[src/aclr_pkg.sv]
// register map, field positions and timing constants of the link controller
// assumes a 100 MHz system clock and a 32-bit APB register bus
package aclr_pkg;
  localparam logic [11:0] OFF_MODE = 12'h008;
  localparam logic [11:0] OFF_ICA = 12'h010;
  localparam logic [11:0] OFF_OCA = 12'h014;
  localparam logic [11:0] OFF_A_RX = 12'h020;
  localparam logic [11:0] OFF_A_TX = 12'h024;
  localparam logic [11:0] OFF_A_ST = 12'h028;
  localparam logic [11:0] OFF_A_CFG = 12'h02c;
  localparam logic [11:0] OFF_B_RX = 12'h030;
  localparam logic [11:0] OFF_B_TX = 12'h034;
  localparam logic [11:0] OFF_B_ST = 12'h038;
  localparam logic [11:0] OFF_B_CFG = 12'h03c;
  localparam logic [11:0] OFF_C_RX = 12'h040;
  localparam logic [11:0] OFF_C_TX = 12'h044;
  localparam logic [11:0] OFF_C_ST = 12'h048;
  localparam logic [11:0] OFF_C_CFG = 12'h04c;
  localparam logic [11:0] OFF_GSTAT = 12'h050;
  localparam logic [11:0] OFF_IER = 12'h054;
  localparam logic [11:0] OFF_IDR = 12'h058;
  localparam logic [11:0] OFF_IMR = 12'h05c;
  localparam logic [11:0] OFF_DMA_LO = 12'h100;
  localparam logic [11:0] OFF_DMA_HI = 12'h124;
  // mode register fields
  localparam int MODE_ON_BIT = 0;
  localparam int MODE_WARM_BIT = 1;
  localparam int MODE_VAR_BIT = 2;
  localparam logic [2:0] MODE_RST = 3'h0;
  // global state fields
  localparam int ST_SOF_BIT = 0;
  localparam int ST_WAKE_BIT = 1;
  localparam int ST_CA_BIT = 2;
  localparam int ST_CB_BIT = 3;
  localparam int ST_CO_BIT = 4;
  localparam int ST_W = 5;
  localparam logic [4:0] ST_RST = 5'h00;
  // channel status fields
  localparam int CH_TXRDY_BIT = 0;
  localparam int CH_TXEMPTY_BIT = 1;
  localparam int CH_RXRDY_BIT = 4;
  localparam logic [31:0] WORD_RST = 32'h0000_0000;
  localparam logic [19:0] SLOT_RST = 20'h00000;
  localparam int ASSIGN_W = 30;
  localparam int SLOT_W = 20;
  // link framing: 256 bit clocks per frame, 16-bit tag, 12 slots of 20
  localparam logic [7:0] FRAME_LAST = 8'hff;
  localparam logic [7:0] TAG_LAST = 8'h0f;
  // warm reset pulse length
  localparam int WARM_NS = 1000;
  localparam int CLK_NS = 10;
  localparam int WARM_CYC = (WARM_NS + CLK_NS - 1) / CLK_NS;
  localparam logic [7:0] WARM_CNT = 8'(WARM_CYC);
endpackage : aclr_pkg

[src/aclr_ctrl.sv]
// link controller register set, mode control and frame timing
// assumes an APB master on i_clk; codec bit clock arrives as a plain pin
// Overview of operation
// - start of frame after wake sets flag, irq
// - mode bit 2 selects variable rate slots
// - mode bit 1 drives warm reset on link
// - mode bit 0 enables link and registers
// - offsets 0x100 to 0x124 kept for dma
// - warm reset holds frame sync high while mode bit 1 is set
// - variable rate: slot 1 requests fill slots
`timescale 1ns/1ps
`default_nettype none
module aclr_ctrl (
  input wire logic i_clk,
  input wire logic i_rst_n,
  input wire logic i_psel,
  input wire logic i_penable,
  input wire logic i_pwrite,
  input wire logic [31:0] i_paddr,
  input wire logic [31:0] i_pwdata,
  output logic [31:0] o_prdata,
  output logic o_pready,
  output logic o_pslverr,
  input wire logic i_codec_bit_clock,
  input wire logic i_sdata_in,
  output logic o_sdata_out,
  output logic o_frame_sync_line,
  output logic o_variable_rate_select,
  output logic o_irq
);
  // pin synchronisers
  logic [2:0] bclk_sync_q;
  logic [2:0] din_sync_q;
  logic bclk_lvl_q;
  logic din_lvl_q;
  // registers
  logic [2:0] mode_q;
  logic [aclr_pkg::ASSIGN_W-1:0] ica_q;
  logic [aclr_pkg::ASSIGN_W-1:0] oca_q;
  logic [31:0] a_cfg_q;
  logic [31:0] b_cfg_q;
  logic [31:0] c_cfg_q;
  logic [aclr_pkg::SLOT_W-1:0] a_rx_q;
  logic [aclr_pkg::SLOT_W-1:0] b_rx_q;
  logic [15:0] c_rx_q;
  logic [aclr_pkg::SLOT_W-1:0] a_tx_q;
  logic [aclr_pkg::SLOT_W-1:0] b_tx_q;
  logic [23:0] c_tx_q;
  logic a_txfull_q;
  logic b_txfull_q;
  logic c_txfull_q;
  logic a_rxrdy_q;
  logic b_rxrdy_q;
  logic c_rxrdy_q;
  logic [aclr_pkg::ST_W-1:0] stat_q;
  logic [aclr_pkg::ST_W-1:0] imr_q;
  logic woke_q;
  logic [7:0] warm_cnt_q;
  // link framing
  logic [7:0] bit_cnt_q;
  logic [aclr_pkg::SLOT_W-1:0] rx_shift_q;
  logic [aclr_pkg::SLOT_W-1:0] tx_shift_q;
  logic [11:0] req_q;
  logic sout_q;
  logic fs_q;
  logic [3:0] slot_idx;
  logic [4:0] slot_bit;

  // pins pass three flops, a level counts when second and third agree
  always_ff @(posedge i_clk)
  begin
    if (!i_rst_n)
    begin
      bclk_sync_q <= 3'h0;
      din_sync_q <= 3'h0;
      bclk_lvl_q <= 1'b0;
      din_lvl_q <= 1'b0;
    end
    else
    begin
      bclk_sync_q <= {bclk_sync_q[1:0], i_codec_bit_clock};
      din_sync_q <= {din_sync_q[1:0], i_sdata_in};
      if (bclk_sync_q[1] == bclk_sync_q[2])
        bclk_lvl_q <= bclk_sync_q[2];
      if (din_sync_q[1] == din_sync_q[2])
        din_lvl_q <= din_sync_q[2];
    end
  end

  // edge detection on the filtered bit clock
  wire bclk_new = (bclk_sync_q[1] == bclk_sync_q[2]) ? bclk_sync_q[2]
    : bclk_lvl_q;
  wire bclk_rise = bclk_new & ~bclk_lvl_q;
  wire bclk_fall = ~bclk_new & bclk_lvl_q;

  // mode fields
  wire ctl_on = mode_q[aclr_pkg::MODE_ON_BIT];
  wire warm_on = mode_q[aclr_pkg::MODE_WARM_BIT];
  wire var_rate = mode_q[aclr_pkg::MODE_VAR_BIT];

  // apb decode, always zero wait states
  wire [11:0] addr = i_paddr[11:0];
  wire acc = i_psel & i_penable;
  wire wr = acc & i_pwrite;
  wire rd = acc & ~i_pwrite;
  wire hi_zero = (i_paddr[31:12] == 20'h00000);
  wire hit_mode = hi_zero && addr == aclr_pkg::OFF_MODE;
  // other registers reachable only while enabled
  wire gate = hi_zero & ctl_on;
  wire hit_ica = gate && addr == aclr_pkg::OFF_ICA;
  wire hit_oca = gate && addr == aclr_pkg::OFF_OCA;
  wire hit_arx = gate && addr == aclr_pkg::OFF_A_RX;
  wire hit_atx = gate && addr == aclr_pkg::OFF_A_TX;
  wire hit_ast = gate && addr == aclr_pkg::OFF_A_ST;
  wire hit_acf = gate && addr == aclr_pkg::OFF_A_CFG;
  wire hit_brx = gate && addr == aclr_pkg::OFF_B_RX;
  wire hit_btx = gate && addr == aclr_pkg::OFF_B_TX;
  wire hit_bst = gate && addr == aclr_pkg::OFF_B_ST;
  wire hit_bcf = gate && addr == aclr_pkg::OFF_B_CFG;
  wire hit_crx = gate && addr == aclr_pkg::OFF_C_RX;
  wire hit_ctx = gate && addr == aclr_pkg::OFF_C_TX;
  wire hit_cst = gate && addr == aclr_pkg::OFF_C_ST;
  wire hit_ccf = gate && addr == aclr_pkg::OFF_C_CFG;
  wire hit_gst = gate && addr == aclr_pkg::OFF_GSTAT;
  wire hit_ier = gate && addr == aclr_pkg::OFF_IER;
  wire hit_idr = gate && addr == aclr_pkg::OFF_IDR;
  wire hit_imr = gate && addr == aclr_pkg::OFF_IMR;
  // dma window is held back and reads zero here
  wire hit_dma = hi_zero && addr >= aclr_pkg::OFF_DMA_LO
    && addr <= aclr_pkg::OFF_DMA_HI;

  // channel status words
  // transmit flags read zero until the channel is configured
  wire a_txe = (|a_cfg_q) & ~a_txfull_q;
  wire b_txe = (|b_cfg_q) & ~b_txfull_q;
  wire c_txe = (|c_cfg_q) & ~c_txfull_q;
  wire [31:0] a_st = {27'h0, a_rxrdy_q, 2'h0, a_txe, a_txe};
  wire [31:0] b_st = {27'h0, b_rxrdy_q, 2'h0, b_txe, b_txe};
  wire [31:0] c_st = {27'h0, c_rxrdy_q, 2'h0, c_txe, c_txe};

  // read mux, unmapped and reserved read zero
  assign o_prdata =
    hit_dma ? aclr_pkg::WORD_RST :
    hit_mode ? {29'h0, mode_q} :
    hit_ica ? {2'h0, ica_q} :
    hit_oca ? {2'h0, oca_q} :
    hit_arx ? {12'h0, a_rx_q} :
    hit_ast ? a_st :
    hit_acf ? a_cfg_q :
    hit_brx ? {12'h0, b_rx_q} :
    hit_bst ? b_st :
    hit_bcf ? b_cfg_q :
    hit_crx ? {16'h0, c_rx_q} :
    hit_cst ? c_st :
    hit_ccf ? c_cfg_q :
    hit_gst ? {27'h0, stat_q} :
    hit_imr ? {27'h0, imr_q} :
    aclr_pkg::WORD_RST;
  assign o_pready = 1'b1;
  assign o_pslverr = 1'b0;
  assign o_irq = |(stat_q & imr_q);
  assign o_variable_rate_select = var_rate;
  assign o_sdata_out = sout_q;
  // warm reset drives sync high regardless of bit clock
  assign o_frame_sync_line = warm_on | fs_q;
  assign slot_idx = (bit_cnt_q <= aclr_pkg::TAG_LAST) ? 4'h0
    : 4'((bit_cnt_q - 8'h10) / 8'd20 + 8'd1);
  assign slot_bit = (bit_cnt_q <= aclr_pkg::TAG_LAST) ? 5'h0
    : 5'((bit_cnt_q - 8'h10) % 8'd20);
  wire slot_end = (slot_idx != 4'h0) && slot_bit == 5'd19;
  wire tag_end = bit_cnt_q == aclr_pkg::TAG_LAST;
  wire frame_end = bit_cnt_q == aclr_pkg::FRAME_LAST;
  wire link_run = ctl_on & ~warm_on;
  // channel assignment of the current data slot (3..12)
  wire [3:0] dslot = slot_idx - 4'd3;
  wire data_slot = slot_idx >= 4'd3;
  wire [2:0] ica_sel = 3'(ica_q >> (dslot * 3));
  wire [2:0] oca_sel = 3'(oca_q >> (dslot * 3));
  wire rx_done = bclk_fall & link_run & slot_end;
  wire sof_evt = bclk_rise & link_run & frame_end & woke_q;
  // write data of the event and mask registers
  wire [aclr_pkg::ST_W-1:0] st_wdat = i_pwdata[aclr_pkg::ST_W-1:0];
  wire [aclr_pkg::ST_W-1:0] st_clr = (wr && hit_gst) ? st_wdat : 5'h0;

  // mode register, writable whatever the enable state
  always_ff @(posedge i_clk)
  begin
    if (!i_rst_n)
      mode_q <= aclr_pkg::MODE_RST;
    else if (wr && hit_mode)
      mode_q <= i_pwdata[2:0];
  end

  // assignment and config registers
  always_ff @(posedge i_clk)
  begin
    if (!i_rst_n)
    begin
      ica_q <= '0;
      oca_q <= '0;
      a_cfg_q <= aclr_pkg::WORD_RST;
      b_cfg_q <= aclr_pkg::WORD_RST;
      c_cfg_q <= aclr_pkg::WORD_RST;
    end
    else if (wr)
    begin
      if (hit_ica) ica_q <= i_pwdata[aclr_pkg::ASSIGN_W-1:0];
      if (hit_oca) oca_q <= i_pwdata[aclr_pkg::ASSIGN_W-1:0];
      if (hit_acf) a_cfg_q <= i_pwdata;
      if (hit_bcf) b_cfg_q <= i_pwdata;
      if (hit_ccf) c_cfg_q <= i_pwdata;
    end
  end

  // warm reset length and wake tracking; sof only after a wake
  always_ff @(posedge i_clk)
  begin
    if (!i_rst_n)
    begin
      warm_cnt_q <= 8'h00;
      woke_q <= 1'b0;
    end
    else
    begin
      if (warm_on && warm_cnt_q != aclr_pkg::WARM_CNT)
        warm_cnt_q <= warm_cnt_q + 8'h01;
      else if (!warm_on)
        warm_cnt_q <= 8'h00;
      if (warm_on && warm_cnt_q == aclr_pkg::WARM_CNT)
        woke_q <= 1'b1;
      else if (sof_evt)
        woke_q <= 1'b0;
    end
  end

  // sticky events and mask, set beats clear
  always_ff @(posedge i_clk)
  begin
    if (!i_rst_n)
    begin
      stat_q <= aclr_pkg::ST_RST;
      imr_q <= aclr_pkg::ST_RST;
    end
    else
    begin
      stat_q <= (stat_q & ~st_clr)
        | {c_rxrdy_q, b_rxrdy_q, a_rxrdy_q,
           bclk_rise & din_lvl_q & ~link_run, sof_evt};
      if (wr && hit_ier) imr_q <= imr_q | st_wdat;
      else if (wr && hit_idr) imr_q <= imr_q & ~st_wdat;
    end
  end

  // bit counter, frame sync and shift registers on bit clock edges
  always_ff @(posedge i_clk)
  begin
    if (!i_rst_n || !link_run)
    begin
      bit_cnt_q <= 8'h00;
      fs_q <= 1'b0;
      sout_q <= 1'b0;
      rx_shift_q <= aclr_pkg::SLOT_RST;
      tx_shift_q <= aclr_pkg::SLOT_RST;
    end
    else if (bclk_rise)
    begin
      bit_cnt_q <= bit_cnt_q + 8'h01;
      fs_q <= (bit_cnt_q == aclr_pkg::FRAME_LAST)
        || (bit_cnt_q < aclr_pkg::TAG_LAST);
      sout_q <= tx_shift_q[aclr_pkg::SLOT_W-1];
      tx_shift_q <= {tx_shift_q[aclr_pkg::SLOT_W-2:0], 1'b0};
      // tag end loads slot 1, slot 12 end wraps to the next tag
      if (frame_end || tag_end || slot_end)
        tx_shift_q <= tx_load(slot_idx == 4'd12 ? 4'd0 : slot_idx + 4'd1);
    end
    else if (bclk_fall)
      rx_shift_q <= {rx_shift_q[aclr_pkg::SLOT_W-2:0], din_lvl_q};
  end

  // payload of next slot; variable rate only sends requested data slots 3..12, tag and slots 1, 2 always
  function automatic logic [aclr_pkg::SLOT_W-1:0] tx_load(
    input logic [3:0] s);
    logic [2:0] sel;
    logic ok;
    sel = 3'(oca_q >> ((s - 4'd3) * 3));
    // flag of slot s sits at bit 14 - s of the request word, low active
    ok = !var_rate || (s >= 4'd3 && !req_q[4'd14 - s]);
    tx_load = aclr_pkg::SLOT_RST;
    if (s == 4'd0)
      tx_load = {a_txfull_q | b_txfull_q, c_txfull_q, c_txfull_q, 17'h0};
    else if (s == 4'd1)
      tx_load = {c_tx_q[23:16], 12'h000};
    else if (s == 4'd2)
      tx_load = {c_tx_q[15:0], 4'h0};
    else if (s >= 4'd3 && ok && sel == 3'd1)
      tx_load = a_tx_q;
    else if (s >= 4'd3 && ok && sel == 3'd2)
      tx_load = b_tx_q;
  endfunction

  // holding registers, full flags and receive captures
  always_ff @(posedge i_clk)
  begin
    if (!i_rst_n)
    begin
      a_tx_q <= aclr_pkg::SLOT_RST;
      b_tx_q <= aclr_pkg::SLOT_RST;
      c_tx_q <= 24'h000000;
      a_txfull_q <= 1'b0;
      b_txfull_q <= 1'b0;
      c_txfull_q <= 1'b0;
      a_rx_q <= aclr_pkg::SLOT_RST;
      b_rx_q <= aclr_pkg::SLOT_RST;
      c_rx_q <= 16'h0000;
      a_rxrdy_q <= 1'b0;
      b_rxrdy_q <= 1'b0;
      c_rxrdy_q <= 1'b0;
      req_q <= 12'hfff;
    end
    else
    begin
      if (wr && hit_atx) a_tx_q <= i_pwdata[aclr_pkg::SLOT_W-1:0];
      if (wr && hit_btx) b_tx_q <= i_pwdata[aclr_pkg::SLOT_W-1:0];
      if (wr && hit_ctx) c_tx_q <= i_pwdata[23:0];
      if (wr && hit_atx) a_txfull_q <= 1'b1;
      else if (bclk_rise && link_run && frame_end) a_txfull_q <= 1'b0;
      if (wr && hit_btx) b_txfull_q <= 1'b1;
      else if (bclk_rise && link_run && frame_end) b_txfull_q <= 1'b0;
      if (wr && hit_ctx) c_txfull_q <= 1'b1;
      else if (bclk_rise && link_run && frame_end) c_txfull_q <= 1'b0;
      // slot 1 of input frame carries request flags, active low
      if (rx_done && slot_idx == 4'd1 && var_rate)
        req_q <= {rx_shift_q[aclr_pkg::SLOT_W-10:0], din_lvl_q};
      // status data is bits 19..4 of slot 2
      if (rx_done && slot_idx == 4'd2)
        c_rx_q <= rx_shift_q[aclr_pkg::SLOT_W-2:3];
      if (rx_done && data_slot && ica_sel == 3'd1)
        a_rx_q <= {rx_shift_q[aclr_pkg::SLOT_W-2:0], din_lvl_q};
      if (rx_done && data_slot && ica_sel == 3'd2)
        b_rx_q <= {rx_shift_q[aclr_pkg::SLOT_W-2:0], din_lvl_q};
      if (rx_done && slot_idx == 4'd2) c_rxrdy_q <= 1'b1;
      else if (rd && hit_crx) c_rxrdy_q <= 1'b0;
      if (rx_done && data_slot && ica_sel == 3'd1) a_rxrdy_q <= 1'b1;
      else if (rd && hit_arx) a_rxrdy_q <= 1'b0;
      if (rx_done && data_slot && ica_sel == 3'd2) b_rxrdy_q <= 1'b1;
      else if (rd && hit_brx) b_rxrdy_q <= 1'b0;
    end
  end
endmodule // aclr_ctrl
`default_nettype wire

[config.mk]
export PLATFORM = sky130hd
export DESIGN_NAME = aclr_ctrl
export DESIGN_NICKNAME = d
export VERILOG_FILES = /design/src/aclr_pkg.sv /design/src/aclr_ctrl.sv
export SDC_FILE = /design/constraint.sdc
export NUM_CORES = 1
export LEC_CHECK = 0
export BUFFER_PORTS_ARGS = -buffer_cell sky130_fd_sc_hd__buf_2
export CAP_MARGIN = 30
export CORE_MARGIN = 10
export CORE_UTILIZATION = 66
export CTS_CLUSTER_DIAMETER = 100
export DETAILED_ROUTE_END_ITERATION = 8
export PLACE_DENSITY = 0.83
export SLEW_MARGIN = 0
export SYNTH_ARGS = -nofsm -noshare
export SYNTH_HDL_FRONTEND = slang
export SYNTH_SLANG_ARGS = --single-unit
[constraint.sdc]
create_clock -name i_clk -period 20.4 [get_ports i_clk]
set_clock_uncertainty 0.1 [all_clocks]
set_input_delay 4.08 -clock i_clk [delete_from_list [all_inputs] [get_ports i_clk]]
set_output_delay 4.08 -clock i_clk [all_outputs]
set_load 0.01 [all_outputs]
==> reports/summary.md <==
- **height of the chip** 190 µm
- **vias per std cell** 6.71
- **wirelength, routed** 66100 µm
- **setup repair after global routing missed its margin** false
- **Starting Density** 66.8%
- **number of global-route vias before repair** 17.4k
- **total negative slack for setup checks** 0 ns
- **Placed Area** 0.0196 mm²
- **met2 layer wire length in the routed design** 28400 µm
- **worst setup slack before clock tree synthesis** 8.24 ns
- **Hold WC Path Type** reg -> reg
- **final number of max-transition violations** 0
- **FF-to-FF path depth** 29
- **peak supply drop** 0.0817 mV
- **share of flip-flops with an asynchronous set or reset** 0%
- **Final HPWL DP** 46100 µm
- **endpoint class of the critical path** output pin
- **Post-synth top flop** sky130_fd_sc_hd__dfxtp_1
- **I/O pins** 109
- **layout net count** 2457
- **diodes inserted** 0
- **final design instance area without fill** 0.0210 mm²
- **Syn Std Cell Area** 0.0191 mm²
- **share of the synthesized area in the top cell type** 39.1%
- **warnings from Yosys** 0
- **Yosys top cell by area** sky130_fd_sc_hd__dfxtp_1
- **post-layout worst setup margin** 7.96 ns
- **root cell of the clock tree** sky130_fd_sc_hd__clkbuf_16
- **sum of met3 wire segment lengths after detailed routing** 8630 µm
- **H-Tree Depth** 2
- **static power due to leakage** 7.21 nW
- **DR DRC count** 0
- **GRT Residual Overflow** 0
- **Worst Setup Path Type** in -> out
- **maximum number of pins on one net before global-route repair** 156
- **final antenna-violating net count** 0
- **count of buffers from port buffering** 106
- **dominant cell type by count on the critical path** sky130_fd_sc_hd__nor2_1
- **Startpoint Class** input pin
- **Critical Path Slowest Stage Cell** sky130_fd_sc_hd__nor3_1
- **final instance count without filler cells** 2785
- **overall global routing resource usage** 35.1%
- **area overhead of the layout relative to synthesis** 10.1%
- **origin of the worst min-delay path** din_sync_q[0]$_SDFF_PN0_
- **synthesis-stage register bit count** 373
- **worst setup slack for register-to-register paths** 9.75 ns
- **mean routed wirelength per cell** 23.7 µm
- **final setup fails** 0
- **highest routed metal layer** met5
- **Crit Reg-Reg Endpoint** tx_shift_q[5]$_SDFFE_PP0P_
- **most used standard cell by instance count after synthesis** sky130_fd_sc_hd__nand2_1
- **CP cell instances** buf_2 > nor3_1 > nand4_1 > nor2_1 > nor4b_1 > and2_1 > nand3_1 > nor2_2 > buf_4 > a221oi_1 > a21oi_1 > a211oi_1 > nor2_1 > nor2_1 > o21a_1 > o211ai_1 > buf_2
- **number of buffers added by the clock tree synthesis step** 40
- **CP arrival** 8.26 ns
- **P per Cell Area** 72.7 mW/mm²
- **Max Freq** 80.4 MHz
- **distinct cell type count after synthesis** 99
- **Slowest Stage Delay on Critical Path** 0.68 ns
- **commonest cells in the netlist** sky130_fd_sc_hd__nand2_1 (700), sky130_fd_sc_hd__dfxtp_1 (373), sky130_fd_sc_hd__a21boi_0 (229)
- **number of instances resized during post-cts repair** 0
- **post-synth net total** 2466
- **run status** finished clean
- **instance count of the mapped netlist** 2380
- **quantity of hold-fixing buffers added after cts** 0
- **final number of hold-violating endpoints** 0
- **Std-Cell Rows** 62
- **Cell Count Post-Placement** 2712
- **core region area** 0.0286 mm²
- **Post-CTS Setup Inserts** 0
- **TritonCTS sink count** 373
- **die footprint** 0.0362 mm²
- **first-pass detailed-route iteration total** 6
- **sum of buffers and inverters on the critical path** 3
- **normalized max-slew margin** 29.4%
- **antenna violations before repair** 2
- **number of max-cap violations** 0
- **number of vias in the routed layout** 18.7k
- **share of layout cells above drive strength 1** 11.6%
- **Final min period** 12.44 ns
- **top post-synthesis cells by area** sky130_fd_sc_hd__dfxtp_1 (39%), sky130_fd_sc_hd__nand2_1 (14%), sky130_fd_sc_hd__a21boi_0 (9.0%), sky130_fd_sc_hd__mux2i_1 (4.6%), sky130_fd_sc_hd__clkbuf_1 (2.9%)
- **width of the die** 190 µm
- **ratio of final minimum period to clock period** 61.0%
- **DRT iter0 DRCs** 2601
- **highest fanout seen on the critical path** 33
- **number of flops mapped to enable cells by yosys** 0
- **slew at the pin closest to its max-slew limit** 1.06 ns
- **clock tree from TritonCTS** built
- **WP data required** 16.22 ns
- **clock slew at the register clock pins of the worst setup and hold paths** 0.06 ns
- **Worst Hold Depth** 1
- **met1 wire length** 26100 µm
- **top cell family by delay on the critical path** simple AND/OR/NAND/NOR gates
- **sequential element share of the synthesized area** 39.1%
- **worst hold slack after final layout** 0.333 ns
- **startpoint of the worst register-to-register path** bit_cnt_q[4]$_SDFFE_PP0P_
- **Clock Path Buffers** 3
- **worst skew pair latency** 0.57 ns
- **worst-case hold path end point** din_sync_q[1]$_SDFF_PN0_
- **Routability Congestion** 1.04
- **first-pass GRT wire length** 102000 µm
- **average cell area after synthesis** 8.03 µm²
[layout by cell type (no fill, tap or decap), drive strengths merged, types with 12 or more instances in the layout]
cell type  count
nor3          21
clkinv        17
o21ai         59
nand2        701
a222oi        22
and2          14
buf          137
nor2          82
or2           12
o211ai        12
a21oi         67
ha            14
a22o          18
nor2b         37
nand3         70
a21o          15
nand4         21
a22oi         65
a21boi       229
and3          12
clkbuf        52
a221oi        25
xnor2         17
inv           24
nor4          34
dfxtp        373
mux2i         87
[flip-flops by register name (all words and copies together) (netlist names), 20 cells and up, named ones only]
| register | count |
|---|---|
| a_cfg_q | 32 |
| a_rx_q | 20 |
| a_tx_q | 20 |
| b_cfg_q | 32 |
| b_rx_q | 20 |
| b_tx_q | 20 |
| c_cfg_q | 32 |
| c_tx_q | 24 |
| ica_q | 30 |
| oca_q | 30 |
| tx_shift_q | 20 |
[worst max path at each step]
stage	startpoint	endpoint	slack (ns)	depth (start not counted)
after CTS	i_paddr[18]	o_prdata[0]	8.23	17
after floorplan	i_paddr[19]	o_prdata[10]	9.68	12
after detailed placement	i_paddr[18]	o_prdata[0]	8.24	17
after global placement	i_paddr[18]	o_prdata[0]	8.32	17
final	i_paddr[18]	o_prdata[1]	7.96	17
after global routing	i_paddr[18]	o_prdata[1]	7.90	17
[report_power, final]
| group | internal (mW) | switching, mW | total, mW |
|---|---|---|---|
| sequential | 0.729 | 0.000251 | 0.729 |
| clock | 0.443 | 0.316 | 0.759 |
| combinational | 0.0132 | 0.0290 | 0.0421 |
[worst reg2reg max path, delay by kind of cell (launching register included)]
family | cells | cell delay (ns)
multiplexers | 1 | 0.55
buffers and inverters | 3 | 0.80
adder cells (fa/ha/maj) | 5 | 1.75
flip-flops | 1 | 0.75
AO/OA/AOI/OAI | 14 | 4.29
XOR/XNOR | 1 | 0.31
AND/OR/NAND/NOR | 5 | 2.04
[per-stage QoR]
stage | util, % | power, mW
after detailed placement | 68.6 | 0.785
final | 73.5 | 1.53
after floorplan | - | 0.767
after global routing | 73.5 | 1.56
after global placement | 68.4 | 0.785
after CTS | 73.5 | 1.53
[cells by family (layout without fill, tap and decap cells)]
group,Yosys count,count (layout),synth area share (%)
multiplexers,103,103,5.93
AND/OR/NAND/NOR,1029,1029,23.4
buffers and inverters,213,234,4.88
AO/OA/AOI/OAI,617,617,24.2
adder cells (fa/ha/maj),15,15,1.02
XOR/XNOR,28,28,1.42
flip-flops,373,373,39.1
other,2,2,0.0393
[routing by layer]
layer	GRT usage, %	vias to the layer above
li1	-	8352
met1	48.1	8929
met2	51.9	1215
met3	8.84	195
met4	14.3	2
met5	0	-
[final cells by class]
cell class | count | area [µm²]
Clock buffer | 51 | 1110
Clock inverter | 21 | 272
Fill cell | 2185 | 7580
Inverter | 24 | 90.1
Multi-Input combinational cell | 1794 | 10800
Sequential cell | 373 | 7470
Tap cell | 384 | 480
Timing Repair Buffer | 138 | 847
(Power assumes the default switching activity.)
